[src/fbd_pkg.sv]
// constants, types and codes for the fourteen-bit instruction decoder
package fbd_pkg;
	// ----------------------------------------
	// instruction word fields
	// ----------------------------------------
	localparam int PFX_HI = 13;
	localparam int PFX_LO = 12;
	localparam int NIB_HI = 11;
	localparam int NIB_LO = 8;
	localparam int DST_BIT = 7;
	localparam int FA_HI = 6;
	localparam int BP_HI = 9;
	localparam int BP_LO = 7;
	localparam int BSEL_LO = 10;
	localparam int JMP_BIT = 11;
	localparam int TGT_HI = 10;
	localparam int LIT_HI = 7;
	localparam logic [1:0] PFX_BYTE = 2'h0;
	localparam logic [1:0] PFX_BIT = 2'h1;
	localparam logic [1:0] PFX_FLOW = 2'h2;
	localparam logic [1:0] PFX_LIT = 2'h3;
	// ----------------------------------------
	// opcode codes
	// ----------------------------------------
	localparam logic [3:0] N_MISC = 4'h0;
	localparam logic [3:0] N_CLR = 4'h1;
	localparam logic [3:0] N_SUB = 4'h2;
	localparam logic [3:0] N_DEC = 4'h3;
	localparam logic [3:0] N_IOR = 4'h4;
	localparam logic [3:0] N_AND = 4'h5;
	localparam logic [3:0] N_XOR = 4'h6;
	localparam logic [3:0] N_ADD = 4'h7;
	localparam logic [3:0] N_MOV = 4'h8;
	localparam logic [3:0] N_COM = 4'h9;
	localparam logic [3:0] N_INC = 4'ha;
	localparam logic [3:0] N_DECSZ = 4'hb;
	localparam logic [3:0] N_RROT = 4'hc;
	localparam logic [3:0] N_LROT = 4'hd;
	localparam logic [3:0] N_SWAP = 4'he;
	localparam logic [3:0] N_INCSZ = 4'hf;
	localparam logic [1:0] B_CLR = 2'h0;
	localparam logic [1:0] B_SET = 2'h1;
	localparam logic [1:0] B_TSC = 2'h2;
	localparam logic [1:0] B_TSS = 2'h3;
	localparam logic [3:0] L_IOR = 4'h8;
	localparam logic [3:0] L_AND = 4'h9;
	localparam logic [3:0] L_XOR = 4'ha;
	localparam logic [1:0] LH_LOAD = 2'h0;
	localparam logic [1:0] LH_RET = 2'h1;
	localparam logic [2:0] LS_SUB = 3'h6;
	localparam logic [2:0] LS_ADD = 3'h7;
	localparam logic [7:0] LB_RET = 8'h08;
	localparam logic [7:0] LB_RETI = 8'h09;
	localparam logic [7:0] LB_WDT = 8'h64;
	localparam logic [7:0] LB_SLEEP = 8'h63;
	// ----------------------------------------
	// status flag update masks: bit0 C, 1 DC, 2 Z, 3 timeout, 4 sleep
	// ----------------------------------------
	localparam logic [4:0] MSK_NONE = 5'h00;
	localparam logic [4:0] MSK_C = 5'h01;
	localparam logic [4:0] MSK_Z = 5'h04;
	localparam logic [4:0] MSK_CDZ = 5'h07;
	localparam logic [4:0] MSK_TS = 5'h18;
	// ----------------------------------------
	// timing and register map
	// ----------------------------------------
	localparam int PHASES = 4;
	localparam logic [1:0] PH_FIRST = 2'h0;
	localparam logic [1:0] PH_LAST = 2'(PHASES - 1);
	localparam logic [1:0] REG_CTRL = 2'h0;
	localparam logic [1:0] REG_TMR = 2'h1;
	localparam logic [1:0] REG_PORT = 2'h2;
	localparam logic [1:0] REG_STAT = 2'h3;
	localparam int CTRL_PSA_BIT = 0;
	localparam logic [7:0] CTRL_RST = 8'h00;
	localparam logic [6:0] TMR_ADDR_RST = 7'h01;
	localparam logic [6:0] PORT_ADDR_RST = 7'h05;
	// ----------------------------------------
	// types
	// ----------------------------------------
	typedef enum logic [5:0] {
		NO_OP, ACCUM_STORE_OP, CLEAR_OP, SUBTRACT_ACCUM_FROM_FILE, DECREMENT_OP,
		INCLUSIVE_OR_FILE, LOGICAL_AND_FILE, EXCLUSIVE_OR_FILE, ADD_ACCUM_TO_FILE,
		MOVE_FILE_OP, COMPLEMENT_OP, INCREMENT_OP, DECREMENT_SKIP_ZERO,
		ROTATE_RIGHT_CARRY, ROTATE_LEFT_CARRY, SWAP_NIBBLE_OP, INCREMENT_SKIP_ZERO,
		BIT_CLEAR_OP, BIT_SET_OP, BIT_TEST_SKIP_CLEAR, BIT_TEST_SKIP_SET,
		SUBROUTINE_CALL, JUMP_DIRECT, LOAD_LITERAL_ACCUM, RETURN_WITH_LITERAL,
		INCLUSIVE_OR_LITERAL, LOGICAL_AND_LITERAL, EXCLUSIVE_OR_LITERAL,
		SUBTRACT_FROM_LITERAL, ADD_LITERAL_ACCUM, SUBROUTINE_RETURN,
		INTERRUPT_RETURN, WATCHDOG_CLEAR_OP, STANDBY_ENTER_OP
	} fbd_op_t;
	typedef enum logic {RUN_ST, FLUSH_ST} fbd_state_t;
endpackage

[src/fbd_decoder.sv]
// fourteen-bit instruction decoder with cycle sequencing
//
// Chosen here: the register offsets and strobed register access.
`timescale 1ns/1ns
module fbd_decoder import fbd_pkg::*; (
	// clock and reset
	input wire logic clk_in,
	input wire logic rst_in,
	// instruction and datapath results
	input wire logic [13:0] instr_in,
	input wire logic zero_result_in,
	input wire logic bit_value_in,
	// register port
	input wire logic [1:0] reg_addr_in,
	input wire logic [7:0] reg_wdata_in,
	input wire logic reg_wr_in,
	input wire logic reg_rd_in,
	output logic [7:0] reg_rdata_out,
	// decoded instruction
	output logic [1:0] phase_out,
	output fbd_op_t op_out,
	output logic dest_file_out,
	output logic [6:0] file_addr_out,
	output logic [2:0] bit_pos_out,
	output logic [7:0] literal_out,
	output logic [10:0] target_out,
	output logic [4:0] flag_mask_out,
	output logic pc_change_out,
	output logic nop_cycle_out,
	output logic prescaler_clr_out,
	output logic pin_read_out
);
	// ----------------------------------------
	// opcode decode
	// ----------------------------------------
	function automatic fbd_op_t decode_op(input logic [13:0] ir);
		fbd_op_t op;
		op = NO_OP;
		case (ir[PFX_HI:PFX_LO])
			PFX_BYTE: begin
				// six-bit opcode field, nibble below prefix
				case (ir[NIB_HI:NIB_LO])
					N_MISC: begin
						if (ir[DST_BIT])
							op = ACCUM_STORE_OP;
						else if (ir[LIT_HI:0] == LB_RET)
							op = SUBROUTINE_RETURN;
						else if (ir[LIT_HI:0] == LB_RETI)
							op = INTERRUPT_RETURN;
						else if (ir[LIT_HI:0] == LB_WDT)
							op = WATCHDOG_CLEAR_OP;
						else if (ir[LIT_HI:0] == LB_SLEEP)
							op = STANDBY_ENTER_OP;
						else
							op = NO_OP;
					end
					N_CLR: op = CLEAR_OP;
					N_SUB: op = SUBTRACT_ACCUM_FROM_FILE;
					N_DEC: op = DECREMENT_OP;
					N_IOR: op = INCLUSIVE_OR_FILE;
					N_AND: op = LOGICAL_AND_FILE;
					N_XOR: op = EXCLUSIVE_OR_FILE;
					N_ADD: op = ADD_ACCUM_TO_FILE;
					N_MOV: op = MOVE_FILE_OP;
					N_COM: op = COMPLEMENT_OP;
					N_INC: op = INCREMENT_OP;
					N_DECSZ: op = DECREMENT_SKIP_ZERO;
					N_RROT: op = ROTATE_RIGHT_CARRY;
					N_LROT: op = ROTATE_LEFT_CARRY;
					N_SWAP: op = SWAP_NIBBLE_OP;
					N_INCSZ: op = INCREMENT_SKIP_ZERO;
					default: op = NO_OP;
				endcase
			end
			PFX_BIT: begin
				// two select bits above the bit position
				case (ir[NIB_HI:BSEL_LO])
					B_CLR: op = BIT_CLEAR_OP;
					B_SET: op = BIT_SET_OP;
					B_TSC: op = BIT_TEST_SKIP_CLEAR;
					B_TSS: op = BIT_TEST_SKIP_SET;
					default: op = NO_OP;
				endcase
			end
			PFX_FLOW: begin
				// bit 11 alone splits call from jump; both redirect the pc
				if (ir[JMP_BIT])
					op = JUMP_DIRECT;
				else
					op = SUBROUTINE_CALL;
			end
			PFX_LIT: begin
				// low opcode bits are don't-care in several patterns
				if (ir[NIB_HI:NIB_LO + 2] == LH_LOAD)
					op = LOAD_LITERAL_ACCUM;
				else if (ir[NIB_HI:NIB_LO + 2] == LH_RET)
					op = RETURN_WITH_LITERAL;
				else if (ir[NIB_HI:NIB_LO + 1] == LS_SUB)
					op = SUBTRACT_FROM_LITERAL;
				else if (ir[NIB_HI:NIB_LO + 1] == LS_ADD)
					op = ADD_LITERAL_ACCUM;
				else if (ir[NIB_HI:NIB_LO] == L_IOR)
					op = INCLUSIVE_OR_LITERAL;
				else if (ir[NIB_HI:NIB_LO] == L_AND)
					op = LOGICAL_AND_LITERAL;
				else if (ir[NIB_HI:NIB_LO] == L_XOR)
					op = EXCLUSIVE_OR_LITERAL;
				else
					op = NO_OP;
			end
			// all four prefixes are listed; kept so an unknown word decodes as nop
			default: op = NO_OP;
		endcase
		return op;
	endfunction

	// status flags each operation may change
	// a set mask bit lets the datapath write that flag; the others hold
	function automatic logic [4:0] flags_of(input fbd_op_t op);
		logic [4:0] m;
		m = MSK_NONE;
		case (op)
			ADD_ACCUM_TO_FILE, SUBTRACT_ACCUM_FROM_FILE,
			ADD_LITERAL_ACCUM, SUBTRACT_FROM_LITERAL: m = MSK_CDZ;
			INCLUSIVE_OR_FILE, LOGICAL_AND_FILE, EXCLUSIVE_OR_FILE,
			INCLUSIVE_OR_LITERAL, LOGICAL_AND_LITERAL,
			EXCLUSIVE_OR_LITERAL: m = MSK_Z;
			CLEAR_OP, DECREMENT_OP, MOVE_FILE_OP, COMPLEMENT_OP,
			INCREMENT_OP: m = MSK_Z;
			ROTATE_LEFT_CARRY, ROTATE_RIGHT_CARRY: m = MSK_C;
			WATCHDOG_CLEAR_OP, STANDBY_ENTER_OP: m = MSK_TS;
			default: m = MSK_NONE;
		endcase
		return m;
	endfunction

	// ----------------------------------------
	// state
	// ----------------------------------------
	fbd_state_t state_reg; // run or inserted nop cycle
	fbd_state_t state_next;
	logic [1:0] phase_reg; // oscillator quarter of the cycle
	// decoded fields, held for a whole instruction cycle
	fbd_op_t op_reg; // operation of the current cycle
	logic dest_reg;
	logic [6:0] faddr_reg;
	logic [2:0] bpos_reg;
	logic [7:0] lit_reg;
	logic [10:0] tgt_reg;
	logic [4:0] mask_reg;
	logic pcchg_reg;
	logic nop_reg;
	logic psclr_reg;
	logic pinrd_reg;
	// software setup and read-only status
	logic [7:0] ctrl_reg; // bit0: prescaler belongs to the timer
	logic [6:0] tmr_addr_reg; // file address of the timer count
	logic [6:0] port_addr_reg; // file address of the i/o port
	logic [5:0] skip_cnt_reg; // taken skips, wraps
	logic [7:0] rdata_reg;

	// ----------------------------------------
	// decode wires
	// ----------------------------------------
	// instr_in is decoded every cycle but only latched at a start edge
	fbd_op_t dec_op;
	logic start; // first quarter: load next instruction
	logic last; // last quarter: decide on a nop cycle
	logic run;
	logic byte_op;
	logic writes_file;
	logic self_mod;
	logic flow_op;
	logic skip_hit;
	logic flush;
	logic [7:0] rsel;

	assign dec_op = decode_op(instr_in);
	assign start = phase_reg == PH_FIRST;
	assign last = phase_reg == PH_LAST;
	assign run = state_reg == RUN_ST;
	assign byte_op = instr_in[PFX_HI:PFX_LO] == PFX_BYTE;
	// byte results go back to the file only with dest set; bit clear and bit set always write it
	assign writes_file = (byte_op && instr_in[NIB_HI:NIB_LO] != N_MISC && instr_in[DST_BIT])
		|| dec_op == ACCUM_STORE_OP || dec_op == BIT_CLEAR_OP
		|| dec_op == BIT_SET_OP;
	// clear and store do not depend on the old value
	assign self_mod = writes_file && dec_op != CLEAR_OP
		&& dec_op != ACCUM_STORE_OP;
	assign flow_op = dec_op == SUBROUTINE_CALL || dec_op == JUMP_DIRECT
		|| dec_op == SUBROUTINE_RETURN || dec_op == INTERRUPT_RETURN
		|| dec_op == RETURN_WITH_LITERAL;
	// datapath results are valid by the last quarter
	assign skip_hit = ((op_reg == DECREMENT_SKIP_ZERO || op_reg == INCREMENT_SKIP_ZERO)
		&& zero_result_in)
		|| (op_reg == BIT_TEST_SKIP_CLEAR && !bit_value_in)
		|| (op_reg == BIT_TEST_SKIP_SET && bit_value_in);
	assign flush = last && (pcchg_reg || skip_hit);
	assign state_next = flush ? FLUSH_ST : (start ? RUN_ST : state_reg);
	assign rsel = (reg_addr_in == REG_CTRL) ? ctrl_reg
		: (reg_addr_in == REG_TMR) ? {1'b0, tmr_addr_reg}
		: (reg_addr_in == REG_PORT) ? {1'b0, port_addr_reg}
		: {skip_cnt_reg, pcchg_reg, nop_reg};

	// ----------------------------------------
	// sequencing
	// ----------------------------------------
	// quarter counter and run/flush state
	always_ff @(posedge clk_in or posedge rst_in) begin
		if (rst_in) begin
			phase_reg <= PH_FIRST;
			state_reg <= RUN_ST;
			skip_cnt_reg <= 6'h00;
		end else begin
			phase_reg <= last ? PH_FIRST : phase_reg + 2'h1;
			state_reg <= state_next;
			// count wraps silently: software sees a trend, not a total
			if (last && skip_hit)
				skip_cnt_reg <= skip_cnt_reg + 6'h01;
		end
	end

	// latch fields once per instruction cycle; a flush cycle loads a nop
	always_ff @(posedge clk_in or posedge rst_in) begin
		if (rst_in) begin
			op_reg <= NO_OP;
			dest_reg <= 1'b0;
			faddr_reg <= 7'h00;
			bpos_reg <= 3'h0;
			lit_reg <= 8'h00;
			tgt_reg <= 11'h000;
			mask_reg <= MSK_NONE;
			pcchg_reg <= 1'b0;
			nop_reg <= 1'b0;
			psclr_reg <= 1'b0;
			pinrd_reg <= 1'b0;
		end else if (start) begin
			op_reg <= run ? dec_op : NO_OP;
			dest_reg <= run && instr_in[DST_BIT];
			faddr_reg <= run ? instr_in[FA_HI:0] : 7'h00;
			bpos_reg <= run ? instr_in[BP_HI:BP_LO] : 3'h0;
			lit_reg <= run ? instr_in[LIT_HI:0] : 8'h00;
			tgt_reg <= run ? instr_in[TGT_HI:0] : 11'h000;
			mask_reg <= run ? flags_of(dec_op) : MSK_NONE;
			pcchg_reg <= run && flow_op;
			nop_reg <= !run;
			psclr_reg <= run && writes_file && ctrl_reg[CTRL_PSA_BIT]
				&& instr_in[FA_HI:0] == tmr_addr_reg;
			pinrd_reg <= run && self_mod
				&& instr_in[FA_HI:0] == port_addr_reg;
		end
	end

	// ----------------------------------------
	// register port
	// ----------------------------------------
	// writable setup; status is read only
	// a write lands at the next edge, even mid-instruction; decode uses it from the next start
	always_ff @(posedge clk_in or posedge rst_in) begin
		if (rst_in) begin
			ctrl_reg <= CTRL_RST;
			tmr_addr_reg <= TMR_ADDR_RST;
			port_addr_reg <= PORT_ADDR_RST;
		end else if (reg_wr_in) begin
			if (reg_addr_in == REG_CTRL)
				ctrl_reg <= reg_wdata_in;
			if (reg_addr_in == REG_TMR)
				tmr_addr_reg <= reg_wdata_in[FA_HI:0];
			if (reg_addr_in == REG_PORT)
				port_addr_reg <= reg_wdata_in[FA_HI:0];
		end
	end

	// read data stand only in the cycle after the strobe
	always_ff @(posedge clk_in or posedge rst_in) begin
		if (rst_in)
			rdata_reg <= 8'h00;
		else
			rdata_reg <= reg_rd_in ? rsel : 8'h00;
	end

	// ----------------------------------------
	// outputs
	// ----------------------------------------
	// every output is a flop straight to the port, no logic after it
	assign reg_rdata_out = rdata_reg;
	assign phase_out = phase_reg;
	assign op_out = op_reg;
	assign dest_file_out = dest_reg;
	assign file_addr_out = faddr_reg;
	assign bit_pos_out = bpos_reg;
	assign literal_out = lit_reg;
	assign target_out = tgt_reg;
	assign flag_mask_out = mask_reg;
	assign pc_change_out = pcchg_reg;
	assign nop_cycle_out = nop_reg;
	assign prescaler_clr_out = psclr_reg;
	assign pin_read_out = pinrd_reg;
endmodule

[config.mk]
export PLATFORM = sky130hd
export DESIGN_NAME = fbd_decoder
export DESIGN_NICKNAME = d
export VERILOG_FILES = /design/src/fbd_pkg.sv /design/src/fbd_decoder.sv
export SDC_FILE = /design/constraint.sdc
export NUM_CORES = 1
export LEC_CHECK = 0
export ABC_CLOCK_PERIOD_IN_PS = 6500
export BUFFER_PORTS_ARGS = -buffer_cell sky130_fd_sc_hd__buf_2
export CAP_MARGIN = 20
export CORE_UTILIZATION = 35
export DETAILED_ROUTE_END_ITERATION = 7
export HOLD_SLACK_MARGIN = 0.05
export RECOVER_POWER = 100
export SLEW_MARGIN = 20
export SYNTH_ARGS = -nofsm -noshare
export SYNTH_HDL_FRONTEND = slang
export SYNTH_SLANG_ARGS = --single-unit
[constraint.sdc]
create_clock -name clk_in -period 6.5 [get_ports clk_in]
set_clock_uncertainty 0.1 [all_clocks]
set_input_delay 1.625 -clock clk_in [delete_from_list [all_inputs] [get_ports clk_in]]
set_output_delay 1.625 -clock clk_in [all_outputs]
set_load 0.03 [all_outputs]
; ---- After elaboration in Yosys (flattened, before gate mapping)
; Memory sizes are Yosys's and may differ from the RTL's.
; Index checks and enable logic that the tools add are counted.
[classes]
n_eq_ne = 46
n_reduce_logical = 38
add_sub_neg = 2
mux = 29
bitwise = 1
[op_table]
columns = cell, count
row1 = 6-bit case mux with 16 select lines, 1
row2 = 6-bit by 5-bit equality test with 1-bit output (second input constant), 10
row3 = 6-bit case mux with 4 select lines, 2
row4 = 5-bit 2-to-1 mux, 8
row5 = 8-bit 2-to-1 mux, 5
row6 = 6-bit 2-to-1 mux, 6
row7 = 4-bit equality test (second input constant), 8
row8 = 4-bit by 3-bit equality test with 1-bit output (second input constant), 4
row9 = 8-bit by 4-bit equality test with 1-bit output (second input constant), 2
row10 = 8-bit by 7-bit equality test with 1-bit output (second input constant), 2
row11 = 1-bit logical AND, 16
row12 = 7-bit equality test, 2
row13 = 2-bit equality test (second input constant), 6
row14 = 1-bit logical OR, 11
row15 = 11-bit 2-to-1 mux, 1
row16 = 4-bit by 2-bit equality test with 1-bit output (second input constant), 2
row17 = 2-bit logical NOT, 4
row18 = 7-bit 2-to-1 mux, 1
row19 = 6-bit by 1-bit adder with 6-bit output (second input constant), 1
row20 = 2-bit by 1-bit equality test with 1-bit output (second input constant), 3
row21 = 3-bit equality test (second input constant), 2
row22 = 6-bit by 1-bit equality test with 1-bit output (second input constant), 1
row23 = 6-bit by 4-bit equality test with 1-bit output (second input constant), 1
row24 = 6-bit by 1-bit != test with 1-bit output (second input constant), 1
row25 = 12 further kinds, 16
[word_totals]
memories = 1
word_cells = 135
output_inout_bits = 55
in_bits = 30
reg_bits = 84
mem_bits_ro = 320
[memory_table]
columns = name, depth, word_bits, read_ports, rd_ports_with_merged_regs, wr, line
row1 = (no name shown), 64, 5, 1, 0, 0, fbd_decoder.sv:122  ; case (op)

; ---- Logic depth before layout (Yosys ltp)
; Gate-level depths: netlist of run 1.
[logic_depth]
word_depth = 17
ltp_mapped = 14
ltp_nobuf = 14

; ---- Worst setup path after synthesis of run 1
; No wires, ideal clock.
[synth_path]
kind = in2reg
from = input instr_in[10]
to = register pcchg_reg, in the netlist pc_change_out
arrival_ns = 3.861
t_required_ns = 6.321
setup_time_ns = 0.079
stages = 11
path_buffers = 0
slack_ns = 2.459
cell_sequence = inv_1 ha_1 or3_4 nor3_4 a221o_1 a21oi_1 a21oi_1 ha_1 or3b_1 a21boi_0 a2bb2oi_1
[synth_via]
elab_chain_cells = 15
word_cells_on_any_way = 42
cone_classes = eq/ne (25) / mux (10) / reduce/logical (7)
[synth_rtl]
columns = element, line
row1 = "start, declared", fbd_decoder.sv:10  ; input wire logic [13:0] instr_in,
row2 = 4-bit equality test, "fbd_decoder.sv:42, fbd_decoder.sv:106"
row3 = 5-bit 2-to-1 mux, fbd_decoder.sv:106  ; else if (ir[NIB_HI:NIB_LO] == L_XOR)
row4 = 5-bit 2-to-1 mux, fbd_decoder.sv:104  ; else if (ir[NIB_HI:NIB_LO] == L_AND)
row5 = 5-bit 2-to-1 mux, fbd_decoder.sv:102  ; else if (ir[NIB_HI:NIB_LO] == L_IOR)
row6 = 5-bit 2-to-1 mux, fbd_decoder.sv:100  ; else if (ir[NIB_HI:NIB_LO + 1] == LS_ADD)
row7 = 5-bit 2-to-1 mux, fbd_decoder.sv:98  ; else if (ir[NIB_HI:NIB_LO + 1] == LS_SUB)
row8 = 5-bit 2-to-1 mux, fbd_decoder.sv:96  ; else if (ir[NIB_HI:NIB_LO + 2] == LH_RET)
row9 = 5-bit 2-to-1 mux, fbd_decoder.sv:94  ; if (ir[NIB_HI:NIB_LO + 2] == LH_LOAD)
row10 = 6-bit case mux with 4 select lines (*), fbd_decoder.sv:39  ; case (ir[PFX_HI:PFX_LO])
row11 = 6-bit by 5-bit equality test with 1-bit output, fbd_decoder.sv:190  ; assign flow_op = dec_op == SUBROUTINE_CALL || dec_op == JUMP_DIRECT
row12 = 1-bit logical OR, fbd_decoder.sv:190
row13 = 1-bit logical OR (2 in a row), fbd_decoder.sv:191  ; || dec_op == SUBROUTINE_RETURN || dec_op == INTERRUPT_RETURN
row14 = 1-bit logical OR (*), fbd_decoder.sv:192  ; || dec_op == RETURN_WITH_LITERAL;
row15 = 1-bit logical AND (*), fbd_decoder.sv:245  ; pcchg_reg <= run && flow_op;
row16 = "end signal, assigned", fbd_decoder.sv:245
row17 = "end, declared", fbd_decoder.sv:151  ; logic pcchg_reg;
; Mark *: on every way between the ends. The rest lies on a longest branch, timed or not. The select of a mux whose other input is x is not followed.
; A chain may end at the register's enable or synchronous reset.

; ---- Worst setup path after layout of run 1
; Same ends and word-level chain as after synthesis.

==> impl.org, run 1 <==
** Status
- The run finished, with violations left.
- Violations in the final reports :: capacitance limit, slew limit

** Power and ir drop
- For this design the ratio of total power to cell area is 304 nW/µm².
- The worst-case IR drop observed on VDD is 112 µV.
- For this design the static power due to leakage is 1.81 nW.

** Timing
- In the post-route analysis, the smallest setup slack over all paths is 1.62 ns.
- Setup violations remaining at the end of the flow were counted as 0.
- For the pin with the worst max-slew slack, the measured transition is 3.32 ns.
- The worst pin sits at a relative slew slack of -122%.
- Hold Fails Final Rpt :: 0
- Clock period minus final worst setup slack :: 4.88 ns
- Fmax :: 0.205 GHz
- Post-route fraction of the period consumed by the critical path :: 75.1%
- Setup repair after global routing missed its margin :: false
- Adding up every negative setup slack in the final design gives 0 ns.
- The number of slew-limit violations in the final report is between 60 and 70.

** Routing
- The routed layout has around 2700 vias.
- Drt drc :: 0
- Number of antenna-violating nets in the routed design :: 0
- Total detailed-routing wirelength :: 8.67 mm
- Per-cell via count in the routed design :: 5.16
- Before antenna repair, the detailed router went through 4 iterations.
- Average wire per standard cell :: around 16 µm
- For this block, the initial DRC count from the detailed router was 193.

** Finish
- The final layout contains 430 nets.
- Layout-stage area growth over the synthesis result :: 11.6%
- Cells with a size suffix above 1 make up 20.7% of the layout.
- 0 antenna diodes ended up in the layout.

** Synthesis
- Yosys mapped a number of flops with a built-in enable equal to 0.
- Count of mapped cells out of synthesis :: 323
- Dividing the synthesized area by the synthesized cell count gives 11.5 µm².
- For this run, asynchronously set or reset flops after synthesis account for 100%.
- The share of the Yosys chip area taken by registers is 43.1%.
- The synthesized design spends more area on one cell type than any other, namely dfrtp_1.
- Warning count from the yosys run :: 0
- After synthesis the cells add up to 3730 µm².
- FF+latch count, synth :: 64
- Most numerous cell types in the synthesized netlist :: dfrtp_1 (61), mux2_2 (24), buf_4 (21)
- Net count after synthesis :: 366
- In the post-synthesis netlist, the biggest area contributors are dfrtp_1 (41%), mux2_2 (7.3%), xor2_1 (4.5%), ha_1 (4.4%), buf_4 (4.2%).
- The most used flip-flop cell after synthesis is dfrtp_1.
- Most common cell in the netlist :: dfrtp_1
- Yosys mapped the design onto 64 distinct sky130hd cell types.
- Of the post-synthesis cell area, the dominant cell type holds 41.0%.

** Clocking
- Insertion delay to the later sink of the worst-skew pair :: 0.34 ns
- The cell sitting at the root of the clock tree is a clkbuf_8.
- Hold repair after CTS inserted 0 buffers.
- The H-tree was split into 3 levels.
- Clock transition at the registers of the reported paths :: ~0.070 ns
- TritonCTS built the clock tree.
- Resized cells post-CTS :: 0
- Clock net sink count :: 64
- The clock passes through at most 2 buffers.
- Clock tree synthesis inserted a total of 9 buffers.
- Postcts setup bufs :: 0

** Critical path
- The endpoint identified for the worst register-to-register timing path is file_addr_out[5]$_DFFE_PP0P_.
- The worst setup path is captured at a flip-flop.
- Critical Path RT :: 6.66 ns
- Across all register-to-register paths, the minimum setup slack is between 4 and 5 ns.
- For the worst setup path, the data arrival time is 5.04 ns.
- The critical path is of the input port to flip-flop type.
- The number of cells on the worst reg-to-reg path is 5.
- Startpoint kind of the worst setup timing path :: input port
- Along the worst path, the maximum fanout reaches 8.
- Worst R2R Start :: phase_out[0]$_DFF_PP0_

** Min path
- The path class of the tightest hold or removal check is flip-flop to flip-flop.
- Hold Path Sink :: skip_cnt_reg[5]$_DFFE_PP0P_
- Worst Hold Launch :: skip_cnt_reg[5]$_DFFE_PP0P_
- Cell count of the worst hold path :: 1

** Die
- The floorplan step set the die height to around 110 µm.
- The floorplan step defined a die boundary enclosing about 11000 µm².
- Floorplan Core Area :: slightly above 10000 µm²
- During I/O placement, the number of pins put on the boundary was 85.
- In this run the horizontal extent of the chip is 105 µm.
- After floorplanning, the core was divided into 37 placement rows.
- Once the floorplan was initialized, standard cells occupied 36.1% of the core.

** Global route
- Grt total ovfl :: 0
- Maximum number of pins on one net before global-route repair :: 65
- Antenna violations before repair :: 0
- Wire length of the first global-routing pass :: between 10 and 15 mm
- All-layer global routing usage :: 16.7%
- Via count of the first global-routing pass :: 2692

** Job
- Total of max-cap violations :: 1

** Place
- Quantity of I/O buffers inserted on ports :: 84
- At the end of routability-driven placement, the weighted congestion stood at 0.870.
- Before CTS, the worst setup slack after placement is 1.89 ns.
- Sum of net half-perimeters after detailed placement :: 6.28 mm
-- area by class of cell --
class	count	area, µm²
Multi-Input combinational cell	210	1760
Tap cell	136	170
Fill cell	1024	6170
Inverter	17	63.8
Timing Repair Buffer	85	353
Clock inverter	4	70.1
Sequential cell	64	1610
Clock buffer	12	135
-- layer usage --
| layer | vias up | wire (µm) | GRT usage [%] |
|---|---|---|---|
| met5 | - | 0 | 0 |
| met4 | 0 | 70 | 5.33 |
| met3 | 6 | 381 | 3.74 |
| met2 | 88 | 4050 | 26.1 |
| met1 | 1347 | 4160 | 22.9 |
| li1 | 1286 | - | - |
-- where the power goes --
part / switching (mW) / internal, mW
clock network: 0.152 / 0.215
logic: 0.235 / 0.129
registers: 0.0638 / 0.470
total: 0.450 / 0.814
-- critical path: stages --
cell       delay, ns
clkbuf_1        0.30
inv_1           0.20
ha_1            0.33
or3_1           0.41
nor3_1          0.54
a221o_1         0.28
a21oi_1         0.06
a21oi_1         0.33
ha_1            0.23
or3b_1          0.38
a21boi_0        0.18
a2bb2oi_1       0.17
-- cells by family after synthesis --
logic type,share of synthesized area (%)
flip-flops,43.1
AND/OR/NAND/NOR,12.1
adder cells (fa/ha/maj),4.37
multiplexers,12.0
AO/OA/AOI/OAI,15.0
buffers and inverters,8.26
XOR/XNOR,5.14
-- through the flow --
step                cells  hold slack (ns)  util (%)  cell area (µm²)  power (mW)
global route          528            0.385      40.3             4160        1.33
floorplan             323            0.341         -             3730       0.841
detailed placement    512            0.363      39.5             4080       0.927
finish                528            0.374      40.3             4160        1.26
CTS                   528            0.378      41.5             4290        1.30
global placement      512            0.365      39.5             4080       0.920
-- worst max path at each step --
stage	slack [ns]	startpoint	depth (start not counted)	end
finish	1.62	instr_in[10]	12	pc_change_out$_DFFE_PP0P_
global placement	2.04	instr_in[10]	12	pc_change_out$_DFFE_PP0P_
detailed placement	1.89	instr_in[10]	12	pc_change_out$_DFFE_PP0P_
global route	1.09	rst_in	3	op_out[4]$_DFFE_PP0P_
CTS	2.24	instr_in[10]	12	pc_change_out$_DFFE_PP0P_
floorplan	2.46	instr_in[10]	11	pc_change_out$_DFFE_PP0P_
-- cell usage in the layout, fill, tap and decap left out, types with 3 or more instances in the layout --
cell,count
a21oi_1,10
a221o_1,3
a22o_1,11
a31oi_1,3
and2_1,6
buf_2,27
clkbuf_1,61
clkbuf_8,9
dfrtp_1,61
dfstp_2,3
ha_1,13
inv_1,17
mux2_2,23
mux4_2,7
nand2_1,14
nand3_1,6
nand3b_1,3
nor2_1,15
nor3_1,8
nor3b_1,3
nor4_1,5
o211ai_1,3
o21ai_0,7
o22ai_1,4
o2bb2ai_1,5
or3_1,3
xor2_1,19
No activity file was read; power rests on OpenSTA's default activity.
==> run 2: changes to the inputs <==
ABC_CLOCK_PERIOD_IN_PS = 3900   (was 6500)
clock period = 3.9 ns   (was 6.5 ns; I/O delays follow)
==> impl.org, run 2 (synthesis results as in run 1) <==
** Routing
- Average wire per standard cell :: 16.1 µm (-1.8%)
- Initial DRC Count :: 199 (+3.1%)
- Per-cell via count in the routed design :: 5.10 (-1.3%)
- The remaining antenna violation count after routing is 0 (unchanged).
- The number of detailed-routing iterations run before antenna repair was 4 (unchanged).
- Vias :: 2706 (-0.77%)
- The total wirelength of the detailed-routed design came to 8.56 mm (-1.2%).
- Drt drc :: 0 (unchanged)

** Finish
- Layout cells sized above 1 :: 22.0% (+1.4 points)
- Layout-stage area growth over the synthesis result :: 12.5%
- Post-route design area :: 4190 µm² (+0.84%)
- Most frequent standard cell in the layout excluding fill and tap cells :: dfrtp_1
- Final net count :: 433 (+0.70%)
- The final antenna diode count was 0 (unchanged).
- The end-of-flow core utilization was 40.6% (+0.34 points).
- Leaving out fill and tap cells, the most frequent cells in the layout are dfrtp_1 (61), clkbuf_1 (60), buf_2 (28), mux2_2 (24), xor2_1 (19).

** Critical path
- The worst setup path is launched from an input port.
- The slowest stage of the critical path is the or3_1 cell.
- The worst setup path is of the input port to flip-flop kind.
- The worst path required time is 4.02 ns (-2.64 ns).
- Reg-to-reg endpoint :: op_out[3]$_DFFE_PP0P_
- Worst R2R Start :: phase_out[0]$_DFF_PP0_
- CP arrival :: 3.68 ns (-1.36 ns)
- The flop-to-flop setup slack was 1.53 ns (-2.60 ns).
- Critical Path Start :: instr_in[10]
- The worst setup path is captured at a flip-flop.
- Largest fanout on the critical path :: 8 (unchanged)
- Slowest stage delay, CP :: 0.39 ns (-0.15 ns)
- Register-to-Register Path Depth :: 5 (unchanged)
- Walking the worst path, the cells encountered are buf_2 -> inv_1 -> ha_1 -> or3_1 -> nor3_1 -> clkbuf_1 -> a211o_1 -> o221ai_2 -> inv_1 -> ha_1 -> nor2_1 -> a21oi_1 -> o211a_1 -> mux2i_1 -> o2bb2ai_1.

** Global route
- Maximum number of pins on one net before global-route repair :: 39 (-40%)
- In this run the most used layer during global routing was met2.
- The routing usage on met2 is 25.9% (-0.14 points).
- The met3 usage is 3.37% (-0.37 points).
- The number of antenna violations at the first check in global routing is 0 (unchanged).
- The overflow left after global routing came to 0 (unchanged).
- Grt met1 use :: 22.9% (about the same)
- All-layer global routing usage :: 16.5% (-0.13 points)
- Via count of the first global-routing pass :: 2692 (unchanged)
- The global-route wire length before repair came to 14.2 mm (-1.0%).

** Timing
- Post-route fraction of the period consumed by the critical path :: 91.2%
- The final-report hold violation count was 0 (unchanged).
- Number of pins exceeding their max-slew limit in the final report :: 0 (-100%)
- Setup-failing EPs final :: 0 (unchanged)
- For the finished layout, the period the worst path requires is between 3 and 4 ns.
- Headroom to the max-slew limit :: 2.37% (+120 points)
- Setup repair after global routing missed its margin :: false
- Worst Max-Slew Pin Slew :: 1.46 ns (-1.86 ns)
- Aggregate negative setup slack :: 0 ns (unchanged)
- Fmax :: 0.281 GHz

** Clocking
- TritonCTS clock tree :: yes
- The clock latency reported for the late side of the worst-skew pair came to 0.34 ns (about the same).
- The number of clock sinks came to 64 (unchanged).
- Number of buffers between clock root and the deepest sink :: 2 (unchanged)
- Post-cts hold buffer count :: 0 (unchanged)
- The number of H-tree levels came to 3 (unchanged).
- Root Driver :: clkbuf_8
- The clock-pin slew on the worst setup and hold paths came to 0.07 ns (about the same).
- The buffer count from post-CTS setup fixing was 0 (unchanged).
- Resized cells post-CTS :: 0 (unchanged)
- The total clock buffers created by CTS came to 9 (unchanged).

** Die
- Floorplan Core Area :: 10300 µm² (unchanged)
- Cell row count :: 37 (unchanged)
- The die footprint is 11100 µm² (unchanged).
- Starting Density :: 36.1% (unchanged)
- The I/O pin total is 85 (unchanged).
- The y dimension of the die was 105 µm (unchanged).
- The die span in x is 105 µm (unchanged).

** Place
- The global placer's final weighted congestion came to 0.894 (+2.7%).
- Sum of net half-perimeters after detailed placement :: 6.35 mm (+1.2%)
- The cell area reported after detailed placement was 4100 µm² (+0.55%).
- The number of buffer cells added on primary ports is 84 (unchanged).

** Min path
- For hold timing, the worst endpoint is skip_cnt_reg[5]$_DFFE_PP0P_.
- Worst Hold Launch :: skip_cnt_reg[5]$_DFFE_PP0P_
- Cell count of the worst hold path :: 1 (unchanged)
- The path class of the tightest hold or removal check is flip-flop to flip-flop.

** Power and ir drop
- Total Power Consumption :: 2.10 mW (+66%)
- Power density normalized to cell area :: 502 nW/µm² (+65%)
- The largest vdd supply drop was 203 µV (+82%).
- The leakage power of the design came to 1.82 nW (+0.97%).

** Status
- Run status :: finished clean

** Job
- The number of violations of the max-capacitance limit came to 0 (-1).
[run 2: changes by cell type in the layout (fill, tap and decap cells not counted), sizes merged]
cell    before  now
clkinv       2    1
bufinv       2    1
buf         27   29
clkbuf      70   73
[run 2: layer usage]
layer  share of wire [%]  vias to the layer above  wire length, µm
met4                 1.1                        0               94
met3                 5.4                        8              461
met1                  48                     1312             4130
li1                    -                     1293                -
met5                   0                        -                0
met2                  45                       93             3870
[run 2: worst max path at each step]
stage                                         end  cells past startpoint
global placement         pin_read_out$_DFFE_PP0P_                     15
detailed placement  prescaler_clr_out$_DFFE_PP0P_                     15
CTS                 prescaler_clr_out$_DFFE_PP0P_                     15
global route             pin_read_out$_DFFE_PP0P_                     15
floorplan               pc_change_out$_DFFE_PP0P_                     11
finish                   pin_read_out$_DFFE_PP0P_                     15
[run 2: worst max-delay path: cells and delay by family]
kind                     cells  cell delay (ns)
AND/OR/NAND/NOR              3             0.67
AO/OA/AOI/OAI                5             0.70
buffers and inverters        4             0.72
multiplexers                 1             0.20
adder cells (fa/ha/maj)      2             0.43
[run 2: final cells by class]
type                       count  area (µm²)
sequential                    64        1610
tap                          136         170
clock inverter                 2        35.0
timing repair buffer          88         369
clock buffer                  14         183
fill                        1031        6130
multi-input combinational    210        1770
inverter                      17        63.8
[run 2: per-stage QoR]
stage	worst slack, ns	hold slack (ns)	instances
after global placement	0.228	0.364	515
after detailed placement	0.104	0.363	515
after floorplan	0.509	0.341	323
final	0.343	0.377	531
after global routing	0.0994	0.406	531
after CTS	0.455	0.378	531
[run 2: power by group]
part,switching (mW),total (mW),internal [mW],leakage [nW]
Clock,0.245,0.609,0.365,0.113
Sequential,0.104,0.887,0.783,0.797
Combinational,0.392,0.608,0.216,0.915
Total,0.741,2.10,1.36,1.82
